`src/rtl/tdf_consts.svh`:
```
`ifndef TDF_CONSTS_SVH
`define TDF_CONSTS_SVH
// debug data register selects
`define TDF_SEL_PART_ID      8'h00
`define TDF_SEL_REV_ID       8'h01
`define TDF_SEL_PROG_CTRL    8'h02
`define TDF_SEL_PROG_DATA    8'hBF
`define TDF_SEL_PROG_DATA_B  8'hB4
// unlock codes
`define TDF_UNLOCK_FIRST     8'h02
`define TDF_UNLOCK_SECOND    8'h01
// flash command codes
`define TDF_CMD_BLOCK_READ   8'h06
`define TDF_CMD_BLOCK_WRITE  8'h07
`define TDF_CMD_DEVICE_ERASE 8'h03
`define TDF_CMD_PAGE_ERASE   8'h08
// reset values
`define TDF_RST_CTRL         8'h00
`define TDF_RST_DATA         8'h00
`define TDF_RST_SELECT       8'h00
// status byte fields
`define TDF_ST_BUSY_BIT      0
`define TDF_ST_BAD_BIT       1
`define TDF_ST_UNLOCK_BIT    7
// timing
`define TDF_CLK_NS           100
`define TDF_LINK_RESET_NS    20000
`define TDF_LINK_RESET_CYC   ((`TDF_LINK_RESET_NS) / (`TDF_CLK_NS))
`endif

```
`src/rtl/tdf_pkg.sv`:
```
package tdf_pkg;
   typedef enum logic [1:0] {
      TDF_INS_DATA_READ,
      TDF_INS_ADDR_WRITE,
      TDF_INS_DATA_WRITE,
      TDF_INS_ADDR_READ
   } tdf_ins_type;
   typedef enum {
      TDF_LINK_IDLE,
      TDF_LINK_INS,
      TDF_LINK_WDATA,
      TDF_LINK_RDATA
   } tdf_link_type;
   typedef enum {
      TDF_LOCKED,
      TDF_HALF_OPEN,
      TDF_UNLOCKED
   } tdf_lock_type;
endpackage : tdf_pkg

```
`src/rtl/tdf_debug_port.sv`:
```
// How it works
// - the select register routes data reads and writes to id, control or data
// - part identifier is read-only and returns a fixed 8-bit type code
// - revision identifier is read-only and tells first from second silicon
// - flash commands accepted only after control gets 0x02 then 0x01
// - data register carries commands 0x06, 0x07, 0x03, 0x08, addresses, data
// - core is held halted while debug programming owns the pins
// - host clock line plus one shared two-way data line
// - on first silicon the link works only while the port latch holds 1
// - idle pin is open drain, mode bit 0 and latch 1
`timescale 1ns/100ps
`default_nettype none
`include "tdf_consts.svh"

// ----------------------------------------
// command fifo
// ----------------------------------------
module tdf_fifo #(
   parameter int WIDTH = 9,
   parameter int DEPTH = 32
) (
   input  wire logic             clock_in,
   input  wire logic             rst_in,
   input  wire logic             in_valid_in,
   output logic                  in_ready_out,
   input  wire logic [WIDTH-1:0] in_data_in,
   output logic                  out_valid_out,
   input  wire logic             out_ready_in,
   output logic      [WIDTH-1:0] out_data_out
);
   localparam int AW = $clog2(DEPTH);
   if (DEPTH < 2 || (1 << AW) != DEPTH) $error("fifo depth must be a power of two");
   logic [WIDTH-1:0] mem_ff [DEPTH];
   logic [AW:0]      wr_ff;
   logic [AW:0]      rd_ff;
   wire              push = in_valid_in && in_ready_out;
   wire              pop  = out_valid_out && out_ready_in;
   assign in_ready_out  = (wr_ff - rd_ff) != (AW+1)'(DEPTH);
   assign out_valid_out = wr_ff != rd_ff;
   assign out_data_out  = mem_ff[rd_ff[AW-1:0]];
   always_ff @(posedge clock_in) begin
      if (push) begin
         mem_ff[wr_ff[AW-1:0]] <= in_data_in;
      end
   end
   always_ff @(posedge clock_in) begin
      if (rst_in) begin
         wr_ff <= '0;
         rd_ff <= '0;
      end else begin
         wr_ff <= wr_ff + (AW+1)'(push);
         rd_ff <= rd_ff + (AW+1)'(pop);
      end
   end
endmodule : tdf_fifo

// ----------------------------------------
// debug port
// ----------------------------------------
module tdf_debug_port #(
   parameter logic [7:0] PART_ID      = 8'h5A, // arbitrary value
   parameter logic [7:0] REV_ID       = 8'h0A, // arbitrary value
   parameter logic [7:0] FIRST_REV_ID = 8'h0A, // arbitrary value
   parameter int         FIFO_DEPTH   = 32
) (
   input  wire logic       clock_in,
   input  wire logic       rst_in,
   input  wire logic       debug_link_clock_line_in,
   input  wire logic       debug_link_data_line_in,
   output logic            debug_link_data_line_out,
   output logic            debug_link_data_line_oe_out,
   input  wire logic       port_latch_in,
   input  wire logic       port_output_mode_bit_in,
   output logic            core_halt_out,
   output logic            flash_valid_out,
   input  wire logic       flash_ready_in,
   output logic [7:0]      flash_byte_out,
   output logic            flash_first_out,
   input  wire logic       flash_done_in,
   input  wire logic       flash_rd_valid_in,
   input  wire logic [7:0] flash_rd_data_in,
   output logic            link_busy_out
);
   if (FIFO_DEPTH < 2) $error("fifo too shallow");

   // ----------------------------------------
   // pin synchronisers
   // ----------------------------------------
   logic [1:0] ck_sync_ff;
   logic [1:0] d_sync_ff;
   logic [1:0] latch_sync_ff;
   logic       ck_prev_ff;
   always_ff @(posedge clock_in) begin
      ck_sync_ff    <= {ck_sync_ff[0], debug_link_clock_line_in};
      d_sync_ff     <= {d_sync_ff[0], debug_link_data_line_in};
      latch_sync_ff <= {latch_sync_ff[0], port_latch_in};
      ck_prev_ff    <= ck_sync_ff[1];
   end
   wire ck_rise = ck_sync_ff[1] && !ck_prev_ff;
   wire ck_fall = !ck_sync_ff[1] && ck_prev_ff;
   wire din     = d_sync_ff[1];

   // the clock pin doubles as reset: a long low aborts any frame
   localparam int RST_CYC = `TDF_LINK_RESET_CYC;
   logic [$clog2(RST_CYC+1)-1:0] low_cnt_ff;
   wire link_abort = low_cnt_ff == ($clog2(RST_CYC+1))'(RST_CYC);
   // first silicon loses the link whenever the latch pulls the pin low
   wire latch_block = (REV_ID == FIRST_REV_ID) && !latch_sync_ff[1];
   always_ff @(posedge clock_in) begin
      if (rst_in || ck_sync_ff[1]) begin
         low_cnt_ff <= '0;
      end else if (!link_abort) begin
         low_cnt_ff <= low_cnt_ff + 1'b1;
      end
   end

   // ----------------------------------------
   // registers
   // ----------------------------------------
   logic [7:0]        select_ff;
   logic [7:0]        ctrl_ff;
   logic [7:0]        rd_data_ff;
   tdf_pkg::tdf_lock_type lock_ff;
   logic              cmd_phase_ff;
   logic              bad_ff;
   logic              fifo_ready;
   wire unlocked = lock_ff == tdf_pkg::TDF_UNLOCKED;
   wire sel_data = select_ff == `TDF_SEL_PROG_DATA || select_ff == `TDF_SEL_PROG_DATA_B;

   function automatic logic good_cmd(input logic [7:0] b);
      good_cmd = b == `TDF_CMD_BLOCK_READ || b == `TDF_CMD_BLOCK_WRITE ||
                 b == `TDF_CMD_DEVICE_ERASE || b == `TDF_CMD_PAGE_ERASE;
   endfunction : good_cmd

   wire [7:0] status = {unlocked, 5'h00, bad_ff, !fifo_ready};
   wire [7:0] read_mux =
      (select_ff == `TDF_SEL_PART_ID)   ? PART_ID :
      (select_ff == `TDF_SEL_REV_ID)    ? REV_ID :
      (select_ff == `TDF_SEL_PROG_CTRL) ? ctrl_ff :
      sel_data                          ? rd_data_ff : 8'h00;

   // ----------------------------------------
   // link frame
   // ----------------------------------------
   tdf_pkg::tdf_link_type state_ff;
   tdf_pkg::tdf_ins_type  ins_ff;
   logic [3:0] cnt_ff;
   logic [7:0] shift_ff;
   logic       drive_ff;
   logic       dout_ff;
   wire last_ins  = state_ff == tdf_pkg::TDF_LINK_INS && ck_rise && cnt_ff == 4'h1;
   wire [1:0] ins_code = {din, ins_ff[0]};
   wire wr_done   = state_ff == tdf_pkg::TDF_LINK_WDATA && ck_rise && cnt_ff == 4'h7;
   wire [7:0] wbyte = {din, shift_ff[7:1]};
   wire wr_addr   = wr_done && ins_ff == tdf_pkg::TDF_INS_ADDR_WRITE;
   wire wr_data   = wr_done && ins_ff == tdf_pkg::TDF_INS_DATA_WRITE;
   wire wr_ctrl   = wr_data && select_ff == `TDF_SEL_PROG_CTRL;
   wire wr_prog   = wr_data && sel_data && unlocked;
   wire push_ok   = wr_prog && (!cmd_phase_ff || good_cmd(wbyte));
   wire fifo_in_valid = push_ok && fifo_ready;

   always_ff @(posedge clock_in) begin
      if (rst_in || link_abort || latch_block) begin
         state_ff <= tdf_pkg::TDF_LINK_IDLE;
         drive_ff <= 1'b0;
         dout_ff  <= 1'b1;
         cnt_ff   <= 4'h0;
         ins_ff   <= tdf_pkg::TDF_INS_DATA_READ;
         shift_ff <= 8'h00;
      end else begin
         case (state_ff)
            tdf_pkg::TDF_LINK_IDLE: begin
               if (ck_rise && !din) begin
                  state_ff <= tdf_pkg::TDF_LINK_INS;
                  cnt_ff   <= 4'h0;
               end
            end
            tdf_pkg::TDF_LINK_INS: begin
               if (ck_rise) begin
                  ins_ff <= tdf_pkg::tdf_ins_type'(cnt_ff == 4'h0 ? {1'b0, din} : ins_code);
                  cnt_ff <= cnt_ff + 4'h1;
                  if (last_ins) begin
                     cnt_ff <= 4'h0;
                     if (ins_code == 2'b00 || ins_code == 2'b11) begin
                        state_ff <= tdf_pkg::TDF_LINK_RDATA;
                        shift_ff <= ins_code == 2'b11 ? status : read_mux;
                     end else begin
                        state_ff <= tdf_pkg::TDF_LINK_WDATA;
                     end
                  end
               end
            end
            tdf_pkg::TDF_LINK_WDATA: begin
               if (ck_rise) begin
                  shift_ff <= wbyte;
                  cnt_ff   <= cnt_ff + 4'h1;
                  if (wr_done) begin
                     state_ff <= tdf_pkg::TDF_LINK_IDLE;
                  end
               end
            end
            tdf_pkg::TDF_LINK_RDATA: begin
               // device changes data on falls, host samples on rises
               if (ck_fall) begin
                  if (cnt_ff == 4'h8) begin
                     drive_ff <= 1'b0;
                     state_ff <= tdf_pkg::TDF_LINK_IDLE;
                  end else begin
                     drive_ff <= 1'b1;
                     dout_ff  <= shift_ff[0];
                     shift_ff <= {1'b0, shift_ff[7:1]};
                     cnt_ff   <= cnt_ff + 4'h1;
                  end
               end
            end
            default: state_ff <= tdf_pkg::TDF_LINK_IDLE;
         endcase
      end
   end

   // ----------------------------------------
   // register updates
   // ----------------------------------------
   always_ff @(posedge clock_in) begin
      if (rst_in) begin
         select_ff <= `TDF_RST_SELECT;
      end else if (wr_addr) begin
         select_ff <= wbyte;
      end
   end

   always_ff @(posedge clock_in) begin
      if (rst_in) begin
         ctrl_ff <= `TDF_RST_CTRL;
         lock_ff <= tdf_pkg::TDF_LOCKED;
      end else if (wr_ctrl) begin
         ctrl_ff <= wbyte;
         // before unlock, any out-of-order code drops back to locked; once unlocked it holds until reset
         if (wbyte == `TDF_UNLOCK_FIRST && lock_ff != tdf_pkg::TDF_UNLOCKED) begin
            lock_ff <= tdf_pkg::TDF_HALF_OPEN;
         end else if (wbyte == `TDF_UNLOCK_SECOND && lock_ff == tdf_pkg::TDF_HALF_OPEN) begin
            lock_ff <= tdf_pkg::TDF_UNLOCKED;
         end else if (lock_ff != tdf_pkg::TDF_UNLOCKED) begin
            lock_ff <= tdf_pkg::TDF_LOCKED;
         end
      end
   end

   always_ff @(posedge clock_in) begin
      if (rst_in) begin
         cmd_phase_ff <= 1'b1;
         bad_ff       <= 1'b0;
         rd_data_ff   <= `TDF_RST_DATA;
      end else begin
         if (fifo_in_valid && cmd_phase_ff) begin
            cmd_phase_ff <= 1'b0;
         end else if (flash_done_in) begin
            cmd_phase_ff <= 1'b1;
         end
         // set wins over the clear by a control write
         if (wr_prog && cmd_phase_ff && !good_cmd(wbyte)) begin
            bad_ff <= 1'b1;
         end else if (wr_ctrl) begin
            bad_ff <= 1'b0;
         end
         if (flash_rd_valid_in) begin
            rd_data_ff <= flash_rd_data_in;
         end
      end
   end

   tdf_fifo #(
      .WIDTH (9),
      .DEPTH (FIFO_DEPTH)
   ) cmd_fifo (
      .clock_in      (clock_in),
      .rst_in        (rst_in),
      .in_valid_in   (fifo_in_valid),
      .in_ready_out  (fifo_ready),
      .in_data_in    ({cmd_phase_ff, wbyte}),
      .out_valid_out (flash_valid_out),
      .out_ready_in  (flash_ready_in),
      .out_data_out  ({flash_first_out, flash_byte_out})
   );

   // ----------------------------------------
   // pin and core outputs
   // ----------------------------------------
   // debug drive wins; otherwise the user port: open drain when mode bit is 0
   wire user_oe = port_output_mode_bit_in || !port_latch_in;
   assign debug_link_data_line_oe_out = drive_ff || user_oe;
   assign debug_link_data_line_out    = drive_ff ? dout_ff : port_latch_in;
   assign core_halt_out = unlocked;
   assign link_busy_out = !fifo_ready;
endmodule : tdf_debug_port
`default_nettype wire

```
`config.mk`:
```
export PLATFORM = sky130hd
export DESIGN_NAME = tdf_debug_port
export DESIGN_NICKNAME = d
export VERILOG_FILES = /design/src/rtl/tdf_pkg.sv /design/src/rtl/tdf_debug_port.sv
export VERILOG_INCLUDE_DIRS = /design/src /design/src/rtl
export SDC_FILE = /design/constraint.sdc
export NUM_CORES = 1
export LEC_CHECK = 0
export ABC_AREA = 1
export BUFFER_PORTS_ARGS = -buffer_cell sky130_fd_sc_hd__buf_2
export CAP_MARGIN = 10
export CORE_MARGIN = 2
export CORE_UTILIZATION = 66
export CTS_BUF_LIST = sky130_fd_sc_hd__clkbuf_8
export CTS_CLUSTER_DIAMETER = 30
export DETAILED_ROUTE_END_ITERATION = 8
export GPL_ROUTABILITY_DRIVEN = 0
export PLACE_DENSITY = 0.86
export SYNTH_ARGS = -nofsm -noshare
export SYNTH_HDL_FRONTEND = slang
export SYNTH_SLANG_ARGS = --single-unit
```
`constraint.sdc`:
```
create_clock -name clock_in -period 4.1 [get_ports clock_in]
set_input_delay 0.41 -clock clock_in [delete_from_list [all_inputs] [get_ports clock_in]]
set_output_delay 0.41 -clock clock_in [all_outputs]
set_load 0.05 [all_outputs]
```
==> results of run 1 <==
-- what timing repair did --
action,in CTS,in global routing
hold buffers,3,0
setup buffers,0,0
endpoints found under the hold margin,3,0
-- cell families after synthesis --
kind of cell | Yosys count
DFF | 361
xor gates and xnor gates | 6
adders and majority gates | 15
and+or+nand+nor | 514
buffers and inverters | 154
AOI/OAI and AO/OA | 339
-- routing by layer --
layer,GRT usage,share of wire
met1,0.4247,0.37
met2,0.4844,0.47
met3,0.05738,0.12
met4,0.1442,0.040
met5,0,0
-- synth_stat cells, drive strengths merged --
master / instances
clkbuf: 37
xor2: 1
o31ai: 1
ha: 15
or4: 1
a21boi: 1
nand2: 135
buf: 27
a211oi: 4
dfxtp: 73
nand3b: 1
inv: 85
o211ai: 36
nand3: 68
xnor2: 5
nor4: 2
nor2: 280
or2: 2
or3: 1
and2: 1
clkinv: 5
o22ai: 36
o21ai: 201
edfxtp: 288
a21oi: 60
nor3: 5
nand4: 18
-- where the power goes --
group	switching [uW]	internal, uW
Sequential	8.02	3920
Clock	1540	2090
Combinational	55.8	22.1
Total	1600	6030
-- worst paths after layout --
path | slack [ns] | cells past startpoint | end
min reg2reg | 0.32 | 0 | ck_sync_ff[1]
max reg2reg | 0.85 | 14 | cmd_fifo.mem_ff[12][3]
min | 0.06 | 3 | rd_data_ff[2]
max | 0.53 | 8 | flash_byte_out[7]
-- critical path: stages, from the launching register on --
cell and delay [ns]:
dfxtp_2 0.34, buf_4 0.79, o21ai_0 0.28, o211ai_1 0.31
nand3_1 0.22, nand4_1 0.14, o21ai_1 0.11, inv_1 0.07
buf_2 0.25
-- cell type report --
cell class | instances | area (um^2)
clock buffer | 75 | 1032
clock inverter | 48 | 406.6
fill | 1372 | 5605
inverter | 90 | 345.3
multi-input combinational | 874 | 4383
sequential | 361 | 10110
tap | 285 | 356.6
timing repair buffer | 51 | 327.8
-- stage by stage --
step                      area, um^2  instances    util  setup slack [ns]  power, uW
after floorplan                15140       1389       -             1.342       4048
after global placement         15500       1658  0.6866             1.104       4076
after detailed placement       15500       1658  0.6866             1.028       4079
after CTS                      16970       1784  0.7517            0.5938       7636
after global routing           16970       1784  0.7517            0.4108       7823
final                          16970       1784  0.7517            0.5299       7638
-- flip-flops by register name (all words and copies together), names as in the netlist, 4 cells and up --
signal / cells
shift_ff: 8
ctrl_ff: 8
low_cnt_ff: 8
select_ff: 8
cnt_ff: 4
cmd_fifo.rd_ff: 6
cmd_fifo.mem_ff: 288
cmd_fifo.wr_ff: 6
rd_data_ff: 8
==> metrics.txt, run 1 <==
multiplexer fraction of the synthesized cell area 0; startpoint-to-endpoint class of the critical path reg -> out; I/O pin cnt 31; combinational family with the most area after synthesis simple AND/OR/NAND/NOR gates; Synth area leader edfxtp_1; average instance area after synthesis approximately 11 um^2; maxcap violations 0; initial antenna violation count 0; Die Ht between 150 and 200 um; # nets final roughly 1.5k; latest clock arrival within the worst-skew pair 0.59 ns; port bufs 30; layout cell share with drive strength beyond 1 0.1308; layout-stage area growth over the synthesis result 12.05%; core area 22570 um^2; type of the most critical hold path in -> reg; n_diodes 0; Num CTS Buffers 68; xor and xnor area share after synthesis 0.003471; starting density of the core 0.6708; Warnings, synthesis 0; WL per Instance between 20 and 25 um; post-detailed-route DRC marker count 0; Req. time, crit path about 3.7 ns; element type at the critical path start flip-flop; endpoint arrival time on the critical path about 3.2 ns; total global routing overflow 0; Vias per Instance 6.304; post-detailed-routing wire length between 30 and 40 mm; crit path launch cmd_fifo.rd_ff[1]; first-pass GRT wire length 57.15 mm; result of the run completed; power per cell area 450.2 nW/um^2; mapped cell area 15140 um^2; Critical Path Sink Type output pin; launch point of the worst reg-to-reg path cmd_fifo.rd_ff[4]; Seq/Total Area, Yosys 0.6677; Post-Syn Instances around 1.4k; number of global-route vias before repair around 11k; first-pass iteration count of the detailed router 5; Leakage 0.005590 uW; number of endpoints with negative hold slack in the final report 0; RSZ-0062 raised after global routing false; maximum VDD drop 0.4021 mV; Initial DRC Count 1463; clock tree from TritonCTS yes; measured slew at the worst slew-check pin 1.218 ns; top post-synthesis cells by area edfxtp_1, dfxtp_1, nor2_1; post-synthesis simple-gate area fraction 0.1499; library cells used by synthesis 47; Peak Freq 0.2801 GHz; post-synthesis adder-cell area fraction 0.01239; number of endpoints failing setup at the final stage 0; max-slew violation count 0; clk buf depth 3; maximum number of pins on one net before global-route repair 111; compound-cell area share of the yosys netlist 0.1237; floorplan die area 24170 um^2; post-cts sizing count 0; Placement Rows 55; clock period minus worst slack 3.570 ns; Antenna Nets Post-Route 0; clock-pin slew reported for the worst setup and hold paths after clock tree synthesis approximately 0.060 ns; final setup skew about 0.027 ns; total vias in the final route 11.25k; final clock period utilization by the worst path 0.8708; count of clock tree sinks 361; total negative slack 0 ns; most used cells in the layout excluding fill and tap cells edfxtp_1, nor2_1, o21ai_0; startpoint of the most critical hold path flash_rd_data_in[2]; Clock H-tree levels 3; critical-path maximum fanout 110; share of the synthesized area in the top cell type 0.5711; HPWL after detailed placement 21.56 mm; max-slew headroom at the worst pin 0.1852; overall routing resource usage 0.3087; flops & latches, synth 361; worst hold margin around 0.06 ns; Die X 155.5 um; Clock Tree Root clkbuf_8; Synth Net Count about 1.4k; most frequent standard cell in the layout excluding fill and tap cells edfxtp_1
Power figures use the tool's default switching activity.
==> run 2: changes to the inputs <==
Settings changed: CTS_BUF_LIST sky130_fd_sc_hd__clkbuf_8 to unset.
==> metrics.txt, run 2 (synthesis gave the netlist of run 1 again) <==
number of fill cells 1253; first-pass GRT wire length 60.89 mm; overall routing resource usage 0.3302; Antenna Nets Post-Route 0; measured slew at the worst slew-check pin 1.226 ns; Clock H-tree levels 2; RSZ-0062 raised after global routing false; Die X 155.5 um; startpoint of the most critical hold path flash_rd_data_in[1]; worst reg2reg endpoint cmd_fifo.mem_ff[0][2]; maximum number of pins on one net before global-route repair between 100 and 150; floorplan die area 24170 um^2; total global routing overflow 0; latest clock arrival within the worst-skew pair between 0.5 and 0.6 ns; crit path launch cmd_fifo.rd_ff[1]; layout-stage area growth over the synthesis result 15.66%; share of total power in combinational logic 0.009; endpoint arrival time on the critical path roughly 3.3 ns; # nets final 1468; Cell Area, Placed 15500 um^2; Initial DRC Count between 1.5k and 2k; Switching Power between 1500 and 2000 uW; post-detailed-route DRC marker count 0; total vias in the final route 11.49k; layout cell share with drive strength beyond 1 0.1293; final setup skew between 0.015 and 0.02 ns; post-cts sizing count 0; cts hold-fix bufs 3; Critical Path Sink Type output pin; area taken by multi-input logic gates 4383 um^2; number of endpoints with negative hold slack in the final report 0; initial antenna violation count 0; Num CTS Buffers slightly below 60; element type at the critical path start flip-flop; Worst Setup Slack, final 0.3931 ns; final clock period utilization by the worst path 0.9041; number of endpoints failing setup at the final stage 0; clock-pin slew reported for the worst setup and hold paths after clock tree synthesis about 0.050 ns; clock period minus worst slack 3.707 ns; Hold Path Cell Cnt 3; length in cells of the worst reg-to-reg path 14; Total Power Consumption 8884 uW; Req. time, crit path between 3 and 4 ns; critical-path maximum fanout 110; most frequent standard cell in the layout excluding fill and tap cells edfxtp_1; Leakage 0.005801 uW; Vias per Instance 6.490; max-slew headroom at the worst pin 0.1794; port bufs 30; Peak Freq 0.2698 GHz; worst slack at placement roughly 1 ns; n_diodes 0; clock share of power 0.548; Die Ht roughly 160 um; final standard cell area without fillers roughly 18000 um^2; Reg power frac 0.443; number of setup buffers added after CTS 0; core area 22570 um^2; power per cell area roughly 510 nW/um^2; Register-to-Register Setup Slack roughly 0.87 ns; area used by sequential logic in the layout 10110 um^2; clk buf depth 3; HPWL after detailed placement 21.56 mm; WL per Instance about 22 um; Placement Rows 55; hold path endpoint rd_data_ff[1]; Pint 7024 uW; count of clock tree sinks 361; I/O pin cnt 31; maximum VDD drop 0.3935 mV; launch point of the worst reg-to-reg path cmd_fifo.rd_ff[4]; total negative slack 0 ns; first-pass iteration count of the detailed router 8; startpoint-to-endpoint class of the critical path reg -> out; switching portion of total power 0.2094; number of global-route vias before repair 11.30k; result of the run completed; type of the most critical hold path in -> reg; starting density of the core 0.6708; Clock Tree Root clkbuf_16; max FFs per register 288; most used cells in the layout excluding fill and tap cells edfxtp_1, nor2_1, o21ai_0; clock tree from TritonCTS yes; maxcap violations 0; post-detailed-routing wire length 39.33 mm; max-slew violation count 0
-- run 2: cell types whose count changed in the layout (fill, tap and decap cells not counted), moves of 5 or more --
cell	delta
clkinv_1	-8
inv_1	-10
inv_8	+5
clkbuf_16	+60
inv_6	+5
clkbuf_8	-69
clkbuf_1	+8
-- run 2: worst max-delay path, stage by stage (launching register included) --
cell      delay (ns)
dfxtp_2         0.33
buf_4           0.82
o21ai_0         0.32
o211ai_1        0.33
nand3_1         0.28
nand4_1         0.14
o21ai_1         0.09
inv_1           0.10
buf_2           0.26
-- run 2: worst max-delay path by stage --
| stage | endpoint | cells after the start |
|---|---|---|
| 6_report | flash_byte_out[3] | 8 |
| 4_1_cts | flash_byte_out[3] | 8 |
| 3_5_place_dp | cmd_fifo.mem_ff[12][8] | 14 |
| 3_3_place_gp | cmd_fifo.mem_ff[14][0] | 14 |
| 2_1_floorplan | cmd_fifo.mem_ff[11][0] | 15 |
| 5_1_grt | flash_byte_out[3] | 8 |
-- run 2: metal layers --
layer	vias to the layer above	part of all wire	GRT usage
met4	0	0.056	0.1673
met5	-	0	0
met2	923	0.46	0.5223
li1	5032	-	-
met1	5344	0.36	0.4379
met3	188	0.12	0.07075
-- run 2: final cells by class --
type,instances,area share
Clock inverter,35,0.02122
Multi-Input combinational cell,874,0.2503
Tap cell,285,0.02036
Timing Repair Buffer,51,0.01872
Inverter,90,0.01972
Sequential cell,361,0.5776
Clock buffer,74,0.09216
-- run 2: power by group through the flow --
stage,Clock (uW),Sequential (uW),Combinational [uW]
6_report,4870,3930,80.3
5_1_grt,5050,3930,86.5
4_1_cts,4880,3930,78.0
3_5_place_dp,0,4010,72.9
3_3_place_gp,0,4010,70.8
2_1_floorplan,0,4010,38.3
-- run 2: per-stage QoR --
step           hold slack (ns)  utilization  std cells
6_report               0.06762       0.7759       1770
3_3_place_gp            0.3130       0.6866       1658
3_5_place_dp            0.3121       0.6866       1658
2_1_floorplan           0.3096            -       1389
4_1_cts                0.06266       0.7759       1770
5_1_grt                0.06818       0.7759       1770
